[config.mk]
export PLATFORM = sky130hd
export DESIGN_NAME = asp_port
export DESIGN_NICKNAME = d
export VERILOG_FILES = /design/src/verilog/asp_port.v
export VERILOG_INCLUDE_DIRS = /design/src /design/src/verilog
export SDC_FILE = /design/constraint.sdc
export NUM_CORES = 1
export LEC_CHECK = 0
export BUFFER_PORTS_ARGS = -buffer_cell sky130_fd_sc_hd__buf_2
export CAP_MARGIN = 10
export CORE_UTILIZATION = 35
export CTS_BUF_LIST = sky130_fd_sc_hd__clkbuf_4 sky130_fd_sc_hd__clkbuf_8 sky130_fd_sc_hd__clkbuf_16
export CTS_CLUSTER_SIZE = 16
export DETAILED_ROUTE_END_ITERATION = 6
export HOLD_SLACK_MARGIN = 0.03
export SYNTH_ARGS = -nofsm -noshare
export SYNTH_HDL_FRONTEND = slang
export SYNTH_SLANG_ARGS = --single-unit
[constraint.sdc]
create_clock -name clk_i -period 3.4 [get_ports clk_i]
set_clock_uncertainty 0.1 [all_clocks]
set_input_delay 0.51 -clock clk_i [delete_from_list [all_inputs] [get_ports clk_i]]
set_output_delay 0.51 -clock clk_i [all_outputs]
set_load 0.01 [all_outputs]
[src/verilog/asp_defs.vh]
// Purpose: constants for the asynchronous serial port
// Assumes: word-addressed classic Wishbone slave, 32-bit data
// Notes: byte address = 4 * register index
`ifndef ASP_DEFS_VH
`define ASP_DEFS_VH
`define ASP_REG_DATA 3'h0
`define ASP_REG_CTRL 3'h1
`define ASP_REG_CSET 3'h2
`define ASP_REG_CCLR 3'h3
`define ASP_REG_DIV 3'h4
`define ASP_REG_STAT 3'h5
`define ASP_REG_IRQ 3'h6
`define ASP_REG_MASK 3'h7
`define ASP_CTRL_RST 16'h0000
`define ASP_DIV_RST 16'h0001
`define ASP_C_LEN_LO 0
`define ASP_C_LEN_HI 1
`define ASP_C_PEN 2
`define ASP_C_EVEN 3
`define ASP_C_STOP_LO 4
`define ASP_C_STOP_HI 5
`define ASP_C_BRK 6
`define ASP_C_FLOW 7
`define ASP_C_IR 8
`define ASP_C_IRLP 9
`define ASP_C_SWRST 10
`define ASP_C_RTS 11
`define ASP_I_THE 0
`define ASP_I_RXAV 1
`define ASP_I_PERR 2
`define ASP_I_FERR 3
`define ASP_I_BRK 4
`define ASP_I_OVR 5
`define ASP_NIRQ 6
`define ASP_OS_LAST 4'hf
`define ASP_OS_MID 4'h7
`define ASP_OS_HALF 4'h7
`define ASP_IR_PW 4'h2
`define ASP_IRLP_PW 4'h0
`define ASP_STOP_MID 5'h8
`define ASP_STOP_TWO 5'h10
`define ASP_LEN_MIN 4'h5
`endif

[src/verilog/asp_port.v]
// Purpose: asynchronous serial port with fifos, flow control, infrared pulses
// Assumes: one clock; rx and cts are asynchronous pins, synchronised here
// Notes: baud tick every divisor clocks gives the sixteen-times sample rate
`timescale 1ns/1ps
`include "asp_defs.vh"
module asp_port #(
    parameter DEPTH = 16,
    parameter AW = 4
) (
    // clock and reset
    input wire clk_i,
    input wire rst_i,
    // wishbone slave
    input wire cyc_i,
    input wire stb_i,
    input wire we_i,
    input wire [2:0] adr_i,
    input wire [3:0] sel_i,
    input wire [31:0] dat_i,
    output reg [31:0] dat_o,
    output reg ack_o,
    // serial line
    input wire rx_i,
    input wire cts_n_i,
    output reg tx_o,
    output reg rts_n_o,
    // dma and interrupt
    output reg dma_tx_req_o,
    output reg dma_rx_req_o,
    output reg irq_o
);
    // all state is per instance; the second port is a second instance
    reg [15:0] ctrl_reg;
    reg [15:0] div_reg;
    reg [15:0] bcnt_reg;
    reg tick_reg;
    reg [`ASP_NIRQ-1:0] ist_reg;
    reg [`ASP_NIRQ-1:0] mask_reg;
    reg [7:0] txf [0:DEPTH-1];
    reg [10:0] rxf [0:DEPTH-1];
    reg [AW:0] twp_reg, trp_reg, rwp_reg, rrp_reg;
    reg rx_s1_reg, rx_s2_reg, cts_s1_reg, cts_s2_reg;
    wire srst = rst_i | ctrl_reg[`ASP_C_SWRST];
    wire [AW:0] tcnt = twp_reg - trp_reg;
    wire [AW:0] rcnt = rwp_reg - rrp_reg;
    wire tfull = tcnt == DEPTH;
    wire tempty = tcnt == 0;
    wire rfull = rcnt == DEPTH;
    wire rempty = rcnt == 0;
    wire [3:0] nbits = {2'b00, ctrl_reg[`ASP_C_LEN_HI:`ASP_C_LEN_LO]} + `ASP_LEN_MIN;
    wire ir = ctrl_reg[`ASP_C_IR];
    wire bus_req = cyc_i & stb_i & ~ack_o;
    wire wr = bus_req & we_i & sel_i[0];
    wire rd = bus_req & ~we_i;
    wire tx_push = wr & (adr_i == `ASP_REG_DATA) & ~tfull;
    wire rx_pop = rd & (adr_i == `ASP_REG_DATA) & ~rempty;

    function [AW-1:0] ptr;
        input [AW:0] p;
        ptr = p[AW-1:0];
    endfunction

    // bus and control registers
    always @(posedge clk_i) begin
        if (rst_i) begin
            ctrl_reg <= `ASP_CTRL_RST;
            div_reg <= `ASP_DIV_RST;
            mask_reg <= {`ASP_NIRQ{1'b0}};
            ack_o <= 1'b0;
            dat_o <= 32'h0;
        end else begin
            ack_o <= bus_req;
            if (ctrl_reg[`ASP_C_SWRST])
                ctrl_reg[`ASP_C_SWRST] <= 1'b0; // self-clearing pulse
            if (wr) begin
                case (adr_i)
                    `ASP_REG_CTRL: ctrl_reg <= dat_i[15:0];
                    `ASP_REG_CSET: ctrl_reg <= ctrl_reg | dat_i[15:0];
                    `ASP_REG_CCLR: ctrl_reg <= ctrl_reg & ~dat_i[15:0];
                    `ASP_REG_DIV: div_reg <= (dat_i[15:0] == 16'h0) ? `ASP_DIV_RST : dat_i[15:0];
                    `ASP_REG_MASK: mask_reg <= dat_i[`ASP_NIRQ-1:0];
                    default: ;
                endcase
            end
            dat_o <= 32'h0;
            if (rd) begin
                case (adr_i)
                    `ASP_REG_DATA: dat_o <= rempty ? 32'h0 : {21'h0, rxf[ptr(rrp_reg)]};
                    `ASP_REG_CTRL: dat_o <= {16'h0, ctrl_reg};
                    `ASP_REG_DIV: dat_o <= {16'h0, div_reg};
                    `ASP_REG_STAT: dat_o <= {16'h0, rcnt[AW:0], tcnt[AW:0], 1'b0,
                                             ~cts_s2_reg, rfull, ~rempty, tfull, tempty};
                    `ASP_REG_IRQ: dat_o <= {26'h0, ist_reg};
                    `ASP_REG_MASK: dat_o <= {26'h0, mask_reg};
                    default: dat_o <= 32'h0;
                endcase
            end
        end
    end

    // synchronisers and baud tick
    always @(posedge clk_i) begin
        if (rst_i) begin
            rx_s1_reg <= 1'b1;
            rx_s2_reg <= 1'b1;
            cts_s1_reg <= 1'b1;
            cts_s2_reg <= 1'b1;
        end else begin
            rx_s1_reg <= rx_i;
            rx_s2_reg <= rx_s1_reg;
            cts_s1_reg <= cts_n_i;
            cts_s2_reg <= cts_s1_reg;
        end
    end
    always @(posedge clk_i) begin
        if (srst) begin
            bcnt_reg <= 16'h0;
            tick_reg <= 1'b0;
        end else if (bcnt_reg >= div_reg - 16'h1) begin
            bcnt_reg <= 16'h0;
            tick_reg <= 1'b1;
        end else begin
            bcnt_reg <= bcnt_reg + 16'h1;
            tick_reg <= 1'b0;
        end
    end

    // transmitter
    localparam TS_IDLE = 2'h0, TS_START = 2'h1, TS_DATA = 2'h2, TS_STOP = 2'h3;
    reg [1:0] ts_reg;
    reg [3:0] tos_reg;
    reg [3:0] tbit_reg;
    reg [8:0] tsh_reg;
    reg [4:0] tstop_reg;
    reg tline_reg;
    wire [7:0] thead = txf[ptr(trp_reg)];
    wire cts_ok = ~ctrl_reg[`ASP_C_FLOW] | ~cts_s2_reg;
    wire tpar = ^(thead & ~(8'hff << nbits)) ^ ~ctrl_reg[`ASP_C_EVEN];
    wire [3:0] tlen = nbits + {3'h0, ctrl_reg[`ASP_C_PEN]};
    wire tx_pop = (ts_reg == TS_IDLE) & tick_reg & ~tempty & cts_ok;
    always @(posedge clk_i) begin
        if (srst) begin
            ts_reg <= TS_IDLE;
            tos_reg <= 4'h0;
            tbit_reg <= 4'h0;
            tsh_reg <= 9'h1ff;
            tstop_reg <= 5'h0;
            tline_reg <= 1'b1;
        end else if (tick_reg) begin
            tos_reg <= tos_reg + 4'h1;
            case (ts_reg)
                TS_IDLE: begin
                    tos_reg <= 4'h0;
                    tline_reg <= 1'b1;
                    if (tx_pop) begin
                        ts_reg <= TS_START;
                        tline_reg <= 1'b0;
                        tsh_reg <= {1'b1, thead} & ~(9'h1ff << nbits) |
                                   ({8'h0, tpar & ctrl_reg[`ASP_C_PEN]} << nbits);
                        tbit_reg <= 4'h0;
                    end
                end
                TS_START: if (tos_reg == `ASP_OS_LAST) begin
                    ts_reg <= TS_DATA;
                    tline_reg <= tsh_reg[0];
                end
                TS_DATA: if (tos_reg == `ASP_OS_LAST) begin
                    tsh_reg <= {1'b1, tsh_reg[8:1]};
                    tbit_reg <= tbit_reg + 4'h1;
                    if (tbit_reg == tlen - 4'h1) begin
                        ts_reg <= TS_STOP;
                        tline_reg <= 1'b1;
                        tstop_reg <= 5'h0;
                    end else
                        tline_reg <= tsh_reg[1];
                end
                TS_STOP: begin
                    tstop_reg <= tstop_reg + 5'h1;
                    // stop length: 16, 24 or 32 oversample ticks
                    if (tstop_reg == {1'b0, `ASP_OS_LAST} + (ctrl_reg[`ASP_C_STOP_HI:`ASP_C_STOP_LO] == 2'h1 ?
                        `ASP_STOP_MID : ctrl_reg[`ASP_C_STOP_HI:`ASP_C_STOP_LO] == 2'h2 ? `ASP_STOP_TWO : 5'h0))
                        ts_reg <= TS_IDLE;
                end
                default: ts_reg <= TS_IDLE;
            endcase
        end
    end

    // receiver
    localparam RS_IDLE = 2'h0, RS_START = 2'h1, RS_DATA = 2'h2, RS_STOP = 2'h3;
    reg [1:0] rs_reg;
    reg [3:0] ros_reg;
    reg [3:0] rbit_reg;
    reg [8:0] rsh_reg;
    reg [3:0] irw_reg;
    reg rx_push_reg;
    reg [10:0] rword_reg;
    reg rwait_reg;
    // ir pulse stretched to a bit-length low so the uart core sees plain nrz
    wire rline = ir ? (irw_reg == 4'h0) : rx_s2_reg;
    wire [3:0] rlen = nbits + {3'h0, ctrl_reg[`ASP_C_PEN]};
    always @(posedge clk_i) begin
        if (srst)
            irw_reg <= 4'h0;
        else if (ir & rx_s2_reg)
            irw_reg <= `ASP_OS_LAST;
        else if (tick_reg & irw_reg != 4'h0)
            irw_reg <= irw_reg - 4'h1;
    end
    always @(posedge clk_i) begin
        if (srst) begin
            rs_reg <= RS_IDLE;
            ros_reg <= 4'h0;
            rbit_reg <= 4'h0;
            rsh_reg <= 9'h0;
            rx_push_reg <= 1'b0;
            rword_reg <= 11'h0;
            rwait_reg <= 1'b0;
        end else begin
            rx_push_reg <= 1'b0;
            if (rline)
                rwait_reg <= 1'b0;
            if (tick_reg) begin
                ros_reg <= ros_reg + 4'h1;
                case (rs_reg)
                    RS_IDLE: begin
                        ros_reg <= 4'h0;
                        if (~rline & ~rwait_reg)
                            rs_reg <= RS_START;
                    end
                    RS_START: if (ros_reg == `ASP_OS_MID) begin
                        ros_reg <= 4'h0;
                        rbit_reg <= 4'h0;
                        rsh_reg <= 9'h0;
                        rs_reg <= rline ? RS_IDLE : RS_DATA;
                    end
                    RS_DATA: if (ros_reg == `ASP_OS_LAST) begin
                        rsh_reg[rbit_reg] <= rline;
                        rbit_reg <= rbit_reg + 4'h1;
                        if (rbit_reg == rlen - 4'h1)
                            rs_reg <= RS_STOP;
                    end
                    RS_STOP: if (ros_reg == `ASP_OS_LAST) begin
                        rs_reg <= RS_IDLE;
                        rx_push_reg <= 1'b1;
                        // a long break must not restart the receiver until the line idles
                        rwait_reg <= ~rline;
                        // {break, frame err, parity err, data}
                        rword_reg <= {~rline & (rsh_reg == 9'h0), ~rline,
                                      ctrl_reg[`ASP_C_PEN] & (^(rsh_reg & ~(9'h1fe << nbits)) ^
                                      ~ctrl_reg[`ASP_C_EVEN]),
                                      rsh_reg[7:0] & ~(8'hff << nbits)};
                    end
                    default: rs_reg <= RS_IDLE;
                endcase
            end
        end
    end

    // fifos
    always @(posedge clk_i) begin
        if (srst) begin
            twp_reg <= {(AW+1){1'b0}};
            trp_reg <= {(AW+1){1'b0}};
            rwp_reg <= {(AW+1){1'b0}};
            rrp_reg <= {(AW+1){1'b0}};
        end else begin
            if (tx_push) begin
                txf[ptr(twp_reg)] <= dat_i[7:0];
                twp_reg <= twp_reg + 1'b1;
            end
            if (tx_pop)
                trp_reg <= trp_reg + 1'b1;
            if (rx_push_reg & ~rfull) begin
                rxf[ptr(rwp_reg)] <= rword_reg;
                rwp_reg <= rwp_reg + 1'b1;
            end
            if (rx_pop)
                rrp_reg <= rrp_reg + 1'b1;
        end
    end

    // events, interrupt, dma, pins; hardware set wins over write-one clear
    reg tempty_d_reg;
    wire [`ASP_NIRQ-1:0] ev = {rx_push_reg & rfull,
                              rx_push_reg & rword_reg[10],
                              rx_push_reg & rword_reg[9] & ~rword_reg[10],
                              rx_push_reg & rword_reg[8],
                              rx_push_reg,
                              tempty & ~tempty_d_reg};
    wire [`ASP_NIRQ-1:0] w1c = (wr & adr_i == `ASP_REG_IRQ) ? dat_i[`ASP_NIRQ-1:0] : {`ASP_NIRQ{1'b0}};
    wire [3:0] irpw = ctrl_reg[`ASP_C_IRLP] ? `ASP_IRLP_PW : `ASP_IR_PW;
    always @(posedge clk_i) begin
        if (srst) begin
            ist_reg <= {`ASP_NIRQ{1'b0}};
            tempty_d_reg <= 1'b1;
            irq_o <= 1'b0;
            dma_tx_req_o <= 1'b0;
            dma_rx_req_o <= 1'b0;
            rts_n_o <= 1'b1;
            tx_o <= 1'b1;
        end else begin
            tempty_d_reg <= tempty;
            ist_reg <= (ist_reg & ~w1c) | ev;
            irq_o <= |(ist_reg & mask_reg);
            dma_tx_req_o <= ~tfull & ~(tx_push & tcnt == DEPTH - 1);
            dma_rx_req_o <= ~rempty & ~(rx_pop & rcnt == 1);
            rts_n_o <= ~(ctrl_reg[`ASP_C_RTS] & (~ctrl_reg[`ASP_C_FLOW] | ~rfull));
            if (ctrl_reg[`ASP_C_BRK])
                tx_o <= ir;
            else if (ir)
                tx_o <= ~tline_reg & (ts_reg != TS_IDLE) & (tos_reg <= irpw);
            else
                tx_o <= tline_reg;
        end
    end
endmodule
After elaboration in Yosys (flattened, before gate mapping)
Memory sizes are Yosys's and may differ from the RTL's. A register that Yosys moved wholly into a read port is not among the register bits.
Index checks and enable logic that the tools add are counted.
{ "totals": {"out_inout_bits": 38, "input_bits": 46, "ff_bits": 185, "ram_bits": 304, "elab_cells": 276, "memories": 2} }
{ "classes": {"shift": 4, "n_mux": 68, "addsub": 18, "reduce_logical": 34, "bitwise_logic": 74, "eq_ne": 35, "magnitude_cmp": 4} }
{ "memory_table": {"columns": ["name", "depth", "word_bits", "read_ports", "rd_ports_with_merged_regs", "write_ports", "line", "text"], "rows": [
  ["rxf", 16, 11, 1, 1, 1, "asp_port.v:40", "reg [10:0] rxf [0:DEPTH-1];"],
  ["txf", 16, 8, 1, 1, 1, "asp_port.v:39", "reg [7:0] txf [0:DEPTH-1];"]
]} }
{ "ops": {"columns": ["op", "count"], "rows": [
  ["$pmux W16 S6", 1],
  ["$mux W4", 12],
  ["$pmux W16 S3", 1],
  ["$mux W9", 4],
  ["$pmux W9 S2", 2],
  ["$and A1 B1 Y1", 33],
  ["$add A5 B1 Y5 const B", 5],
  ["$mux W2", 12],
  ["$pmux W4 S2", 3],
  ["$not A1 Y1", 21],
  ["$mux W1", 20],
  ["$mux W5", 4],
  ["$ne A2 B2 Y1 const B", 10],
  ["$and A9 B9 Y9", 2],
  ["$not A9 Y9", 2],
  ["$shl A9 B4 Y9 const A", 2],
  ["$add A16 B1 Y16 const B", 1],
  ["$add A4 B1 Y4 const B", 4],
  ["$and A16 B16 Y16", 1],
  ["$and A8 B8 Y8", 2],
  ["$ge A16 B16 Y1", 1],
  ["$logic_not A16 Y1", 1],
  ["$mux W16", 1],
  ["$not A16 Y16", 1],
  ["other kinds (56)", 91]
]} }

Longest topological paths before layout
{ "depth": {"ltp_word": 11, "ltp_mapped": 15, "mapped_depth_nobuf": 14} }

Worst setup path after synthesis
OpenSTA, ideal clock, no wires.
{ "synth_timing": {"kind": "reg2reg", "start": "reg rwp_reg[0]", "end": "mem rxf[3][0], enable pin", "setup_time_ns": 0.393, "t_arrival_ns": 2.956, "t_required_ns": 2.907, "synth_period_minus_slack_ns": 3.449, "stages_incl_launch_ff": 14, "path_buffers": 1, "setup_slack_ns": -0.049, "cell_sequence": "dfxtp_1 inv_1 ha_1 inv_2 fa_1 a21o_1 a21oi_1 xnor2_1 nand2_1 nor4_1 nor2b_1 clkbuf_1 nand3_1 nor3_1"} }
{ "synth_between": {"elab_chain_len": 7} }
{ "synth_rtl": {"columns": ["item", "line", "text"], "rows": [
  ["start: declaration", "asp_port.v:41", "reg [AW:0] twp_reg, trp_reg, rwp_reg, rrp_reg;"],
  ["start signal: assignment", "asp_port.v:265", "rwp_reg <= {(AW+1){1'b0}};"],
  ["start signal: assignment", "asp_port.v:276", "rwp_reg <= rwp_reg + 1'b1;"],
  ["$sub A5 B5 Y5", "asp_port.v:45", "wire [AW:0] rcnt = rwp_reg - rrp_reg;"],
  ["$eq A5 B5 Y1", "asp_port.v:48", "wire rfull = rcnt == DEPTH;"],
  ["$not A1 Y1", "asp_port.v:274", "if (rx_push_reg & ~rfull) begin"],
  ["$and A1 B1 Y1", "asp_port.v:274", null],
  ["$mux W1", "asp_port.v:274", null],
  ["$mux W1", "asp_port.v:262", "if (srst) begin"],
  ["$mux W1 (not written as such)", "asp_port.v:275", "rxf[ptr(rwp_reg)] <= rword_reg;"],
  ["end: declaration", "asp_port.v:40", null]
]} }
Several ways; a longest one is shown, not always the timed one.

==> summary.md <==
| Metric | Value |
|---|---|
| Switch Pwr | `~3.2 mW` |
| Die height | `~250 microns` |
| Full die area | `between 60000 and 70000 sq um` |
| Seq pwr share | `0.477` |
| Largest net degree at the start of global routing | `72` |
| Crit path DAT | `3.65 ns` |
| Crit-path cells | `mux4_1, mux2i_2, mux2i_1, xor2_1, xnor3_1, xnor3_2, mux2i_2, nor2_2, a211o_1` |
| Post-synth EDFFs | `just over 300` |
| Multi-input gate area | `7880 sq um` |
| Initial core utilization | `0.355` |
| PD cells | `roughly 550 nW/um^2` |
| Gpl congestion | `0.850` |
| Final setup fails | `0` |
| Layout cells sized above 1 | `0.215` |
| TritonCTS Buffers | `49` |
| Post-synth top area cell | `edfxtp_1` |
| Die Wd | `between 200 and 250 microns` |
| Total Wirelength | `49.8 mm` |
| # rows | `89` |
| Setup TNS | `0 ns` |
| CP endpoint kind | `flip-flop` |
| Share of the synthesized area in the top cell type | `0.435` |
| Failing checks | `DRC` |
| Top flop regs | `rxf: 176 flops, txf: 128 flops` |
| DR pass1 iterations | `7` |
| Number of flip-flops in the largest register | `176` |
| Ys Warns | `0` |
| Crit-path max cell delay | `0.60 ns` |
| Clock Power Share | `0.417` |
| Mean Syn Cell Area | `about 13 sq um` |
| Cell-internal power | `10.2 mW` |
| Net Sw Frac | `0.236` |
| Worst Path Required | `3.78 ns` |
| H-tree levels | `2` |
| Most frequent cells in the layout | `edfxtp_1, nor2_1, dfxtp_1, nand2_1, buf_4` |
| Routed Antenna Nets | `0` |
| Vias in the first global route | `13100` |
| Vias/cell | `5.19` |
| Worst min path class | `in -> reg` |
| Largest family of logic cells by synthesized area | `multiplexers` |
| Fin nets | `about 1900` |
| Gate Count Post-Synth | `1610` |
| Critical path buffers and inverters | `0` |
| WS Path Type | `reg -> reg` |
| Core area | `59100 sq um` |
| Synth Area in Compound Gates | `0.0728` |
| Commonest non-fill, non-tap cell in the layout | `edfxtp_1` |
| Gr usage total | `0.164` |
| Peak Freq | `0.306 GHz` |
| Initial DRC count | `between 800 and 900` |
| Register area share after synthesis | `0.604` |
| Synthesized area | `21000 sq um` |
| Relative slew margins | `0.457` |
| Xor/xnor share of the synthesized area | `0.0369` |
| Tmin final | `roughly 3.3 ns` |
| Core Util, Final | `0.415` |
| Seq cells post-synth | `481` |
| Worst-path clk slew | `0.06 ns` |
| Max Transition Viols Final | `0` |
| # DRC | `8` |
| Max Buffers Root-to-Sink | `3` |
| Static leakage | `8.36 nW` |
| Max IR drop VDD | `~0.00043 V` |
| RSZ-0062 raised after global routing | `true` |
| Most frequent CP cell | `mux2i_2` |
| Clk_lat worst skew | `about 0.6 ns` |
| Count of buffers from port buffering | `between 40 and 50` |
| CTS tree | `yes` |
| Critical path's slowest cell | `mux4_1` |
| Worst-Margin Slew | `0.812 ns` |
| Num Clock Sinks | `481` |
| Layout area overhead | `17.0%` |
| Largest Register | `rxf` |
| Ports | `84` |
| Post-synth ARST share | `0` |
| Largest cells by area after synthesis | `edfxtp_1, dfxtp_1, mux4_2, ha_1, nor2_1` |
| Ys flop type | `edfxtp_1` |
| Adder-cell share of the synthesized area | `0.0371` |
| Unique masters post-synth | `73` |
| Routed len/inst | `19.5 microns` |
| Worst-path maximum fanout | `10` |
| Initial antenna violation count | `4` |
| First-pass GRT wire length | `76.1 mm` |
| Combinational Power Share | `0.106` |
| Max Cap Viol | `0` |
| Period utilization | `0.962` |
| Mux cell area share after synthesis | `0.118` |
| Total area of sequential cells | `12700 sq um` |
| Hold Violations, Final | `0` |
| Fillers | `about 5400` |
| Status | `finished with violations` |
| Crit path max-delay family | `multiplexers` |
| Critical Path Start Type | `flip-flop` |
| Aggregate global routing overflow | `0` |
| Overall power | `around 13 mW` |
| Area share of and/or/nand/nor cells after synthesis | `0.100` |
| HPWL Detailed | `between 30 and 40 mm` |
| Root Driver | `clkbuf_16` |
| Via Count | `13300` |
==> logic make-up (layout without fill, tap and decap cells) <==
kind of cell	Yosys count	in the layout
other	1	17
AO/OA/AOI/OAI	243	243
AND/OR/NAND/NOR	464	464
adder cells (fa/ha/maj)	61	61
multiplexers	133	133
flip-flops	481	481
XOR/XNOR	85	85
buffers and inverters	142	300
==> cells in the mapped netlist, types with 3 or more instances <==
library cell  number
edfxtp_1         304
nor3b_1            4
clkbuf_1          55
a31oi_1            7
nor2_1           184
o21ai_0           39
mux4_1             5
ha_1              59
dfxtp_1          177
a22oi_1           21
nand3b_1           4
nand2_1          120
buf_4             17
o21a_1             5
buf_1             13
o211ai_1           7
nand4_1           16
mux2_2            11
a21o_1            14
nand2b_1          19
a211oi_1           8
xnor2_1           45
or3_1              5
mux2i_1           33
mux4_2            83
o22a_1             4
a21oi_1           92
inv_2              4
and3_1             8
nor3_1            24
a221oi_1          14
buf_2              3
inv_1             45
and2_1             8
nor4_1            12
xor2_1            38
nand3_1           34
nor2b_1           11
o21ai_1            9
or2_2              5
a22o_1             5
==> metrics by stage <==
step | worst slack, ns | instances | area [sq um] | hold WS [ns]
4_1_cts | 0.0127 | 2548 | 24300 | 0.0572
2_1_floorplan | 0.195 | 1625 | 21000 | 0.289
6_report | 0.130 | 2557 | 24500 | 0.0841
5_1_grt | -0.0333 | 2556 | 24500 | 0.0698
3_5_place_dp | -0.303 | 2458 | 22600 | 0.298
3_3_place_gp | -0.279 | 2458 | 22600 | 0.293
==> worst paths after layout <==
path	to	from	depth (start not counted)	slack [ns]
min reg2reg	rx_s2_reg	rx_s1_reg	1	0.31
max reg2reg	tsh_reg[7]	flip-flop	9	0.13
max	tsh_reg[7]	flip-flop	9	0.13
min	rx_s1_reg	rx_i	2	0.08
==> metal layers <==
layer	vias to the layer above	wire length [microns]	GRT usage
li1	6224	-	-
met1	6613	21500	0.213
met2	310	24100	0.273
met3	106	2450	0.0258
met4	6	1650	0.0623
met5	-	99	0
==> power groups by stage <==
stage	clock (mW)	combinational [mW]	sequential, mW
5_1_grt	5.95	1.54	6.40
4_1_cts	5.73	1.38	6.39
6_report	5.59	1.42	6.39
3_3_place_gp	0	1.35	6.51
3_5_place_dp	0	1.37	6.51
2_1_floorplan	0	1.02	6.46
==> timing repair <==
item / in CTS / in global routing
setup buffers: 0 / 7
gates resized for setup: 12 / 28
setup endpoints to repair: 109 / 238
pin swaps: 0 / 10
endpoints found under the hold margin: 0 / 0
hold buffers: 0 / 0
cloned: 0 / 1
==> area by class of cell <==
| cell class | instances | share of cell area |
|---|---|---|
| Antenna cell | 1 | 0.000102 |
| Clock buffer | 58 | 0.0540 |
| Clock inverter | 32 | 0.0145 |
| Inverter | 50 | 0.00770 |
| Multi-Input combinational cell | 1002 | 0.321 |
| Sequential cell | 481 | 0.517 |
| Tap cell | 773 | 0.0394 |
| Timing Repair Buffer | 160 | 0.0463 |
==> worst reg2reg max path: cells and delay by family, from the launching register on <==
kind / cells / cell delay (ns)
muxes: 4 / 1.31
xor gates and xnor gates: 3 / 0.98
DFF: 1 / 0.45
AOI/OAI and AO/OA: 1 / 0.25
and+or+nand+nor: 1 / 0.07
Power figures use the tool's default switching activity.
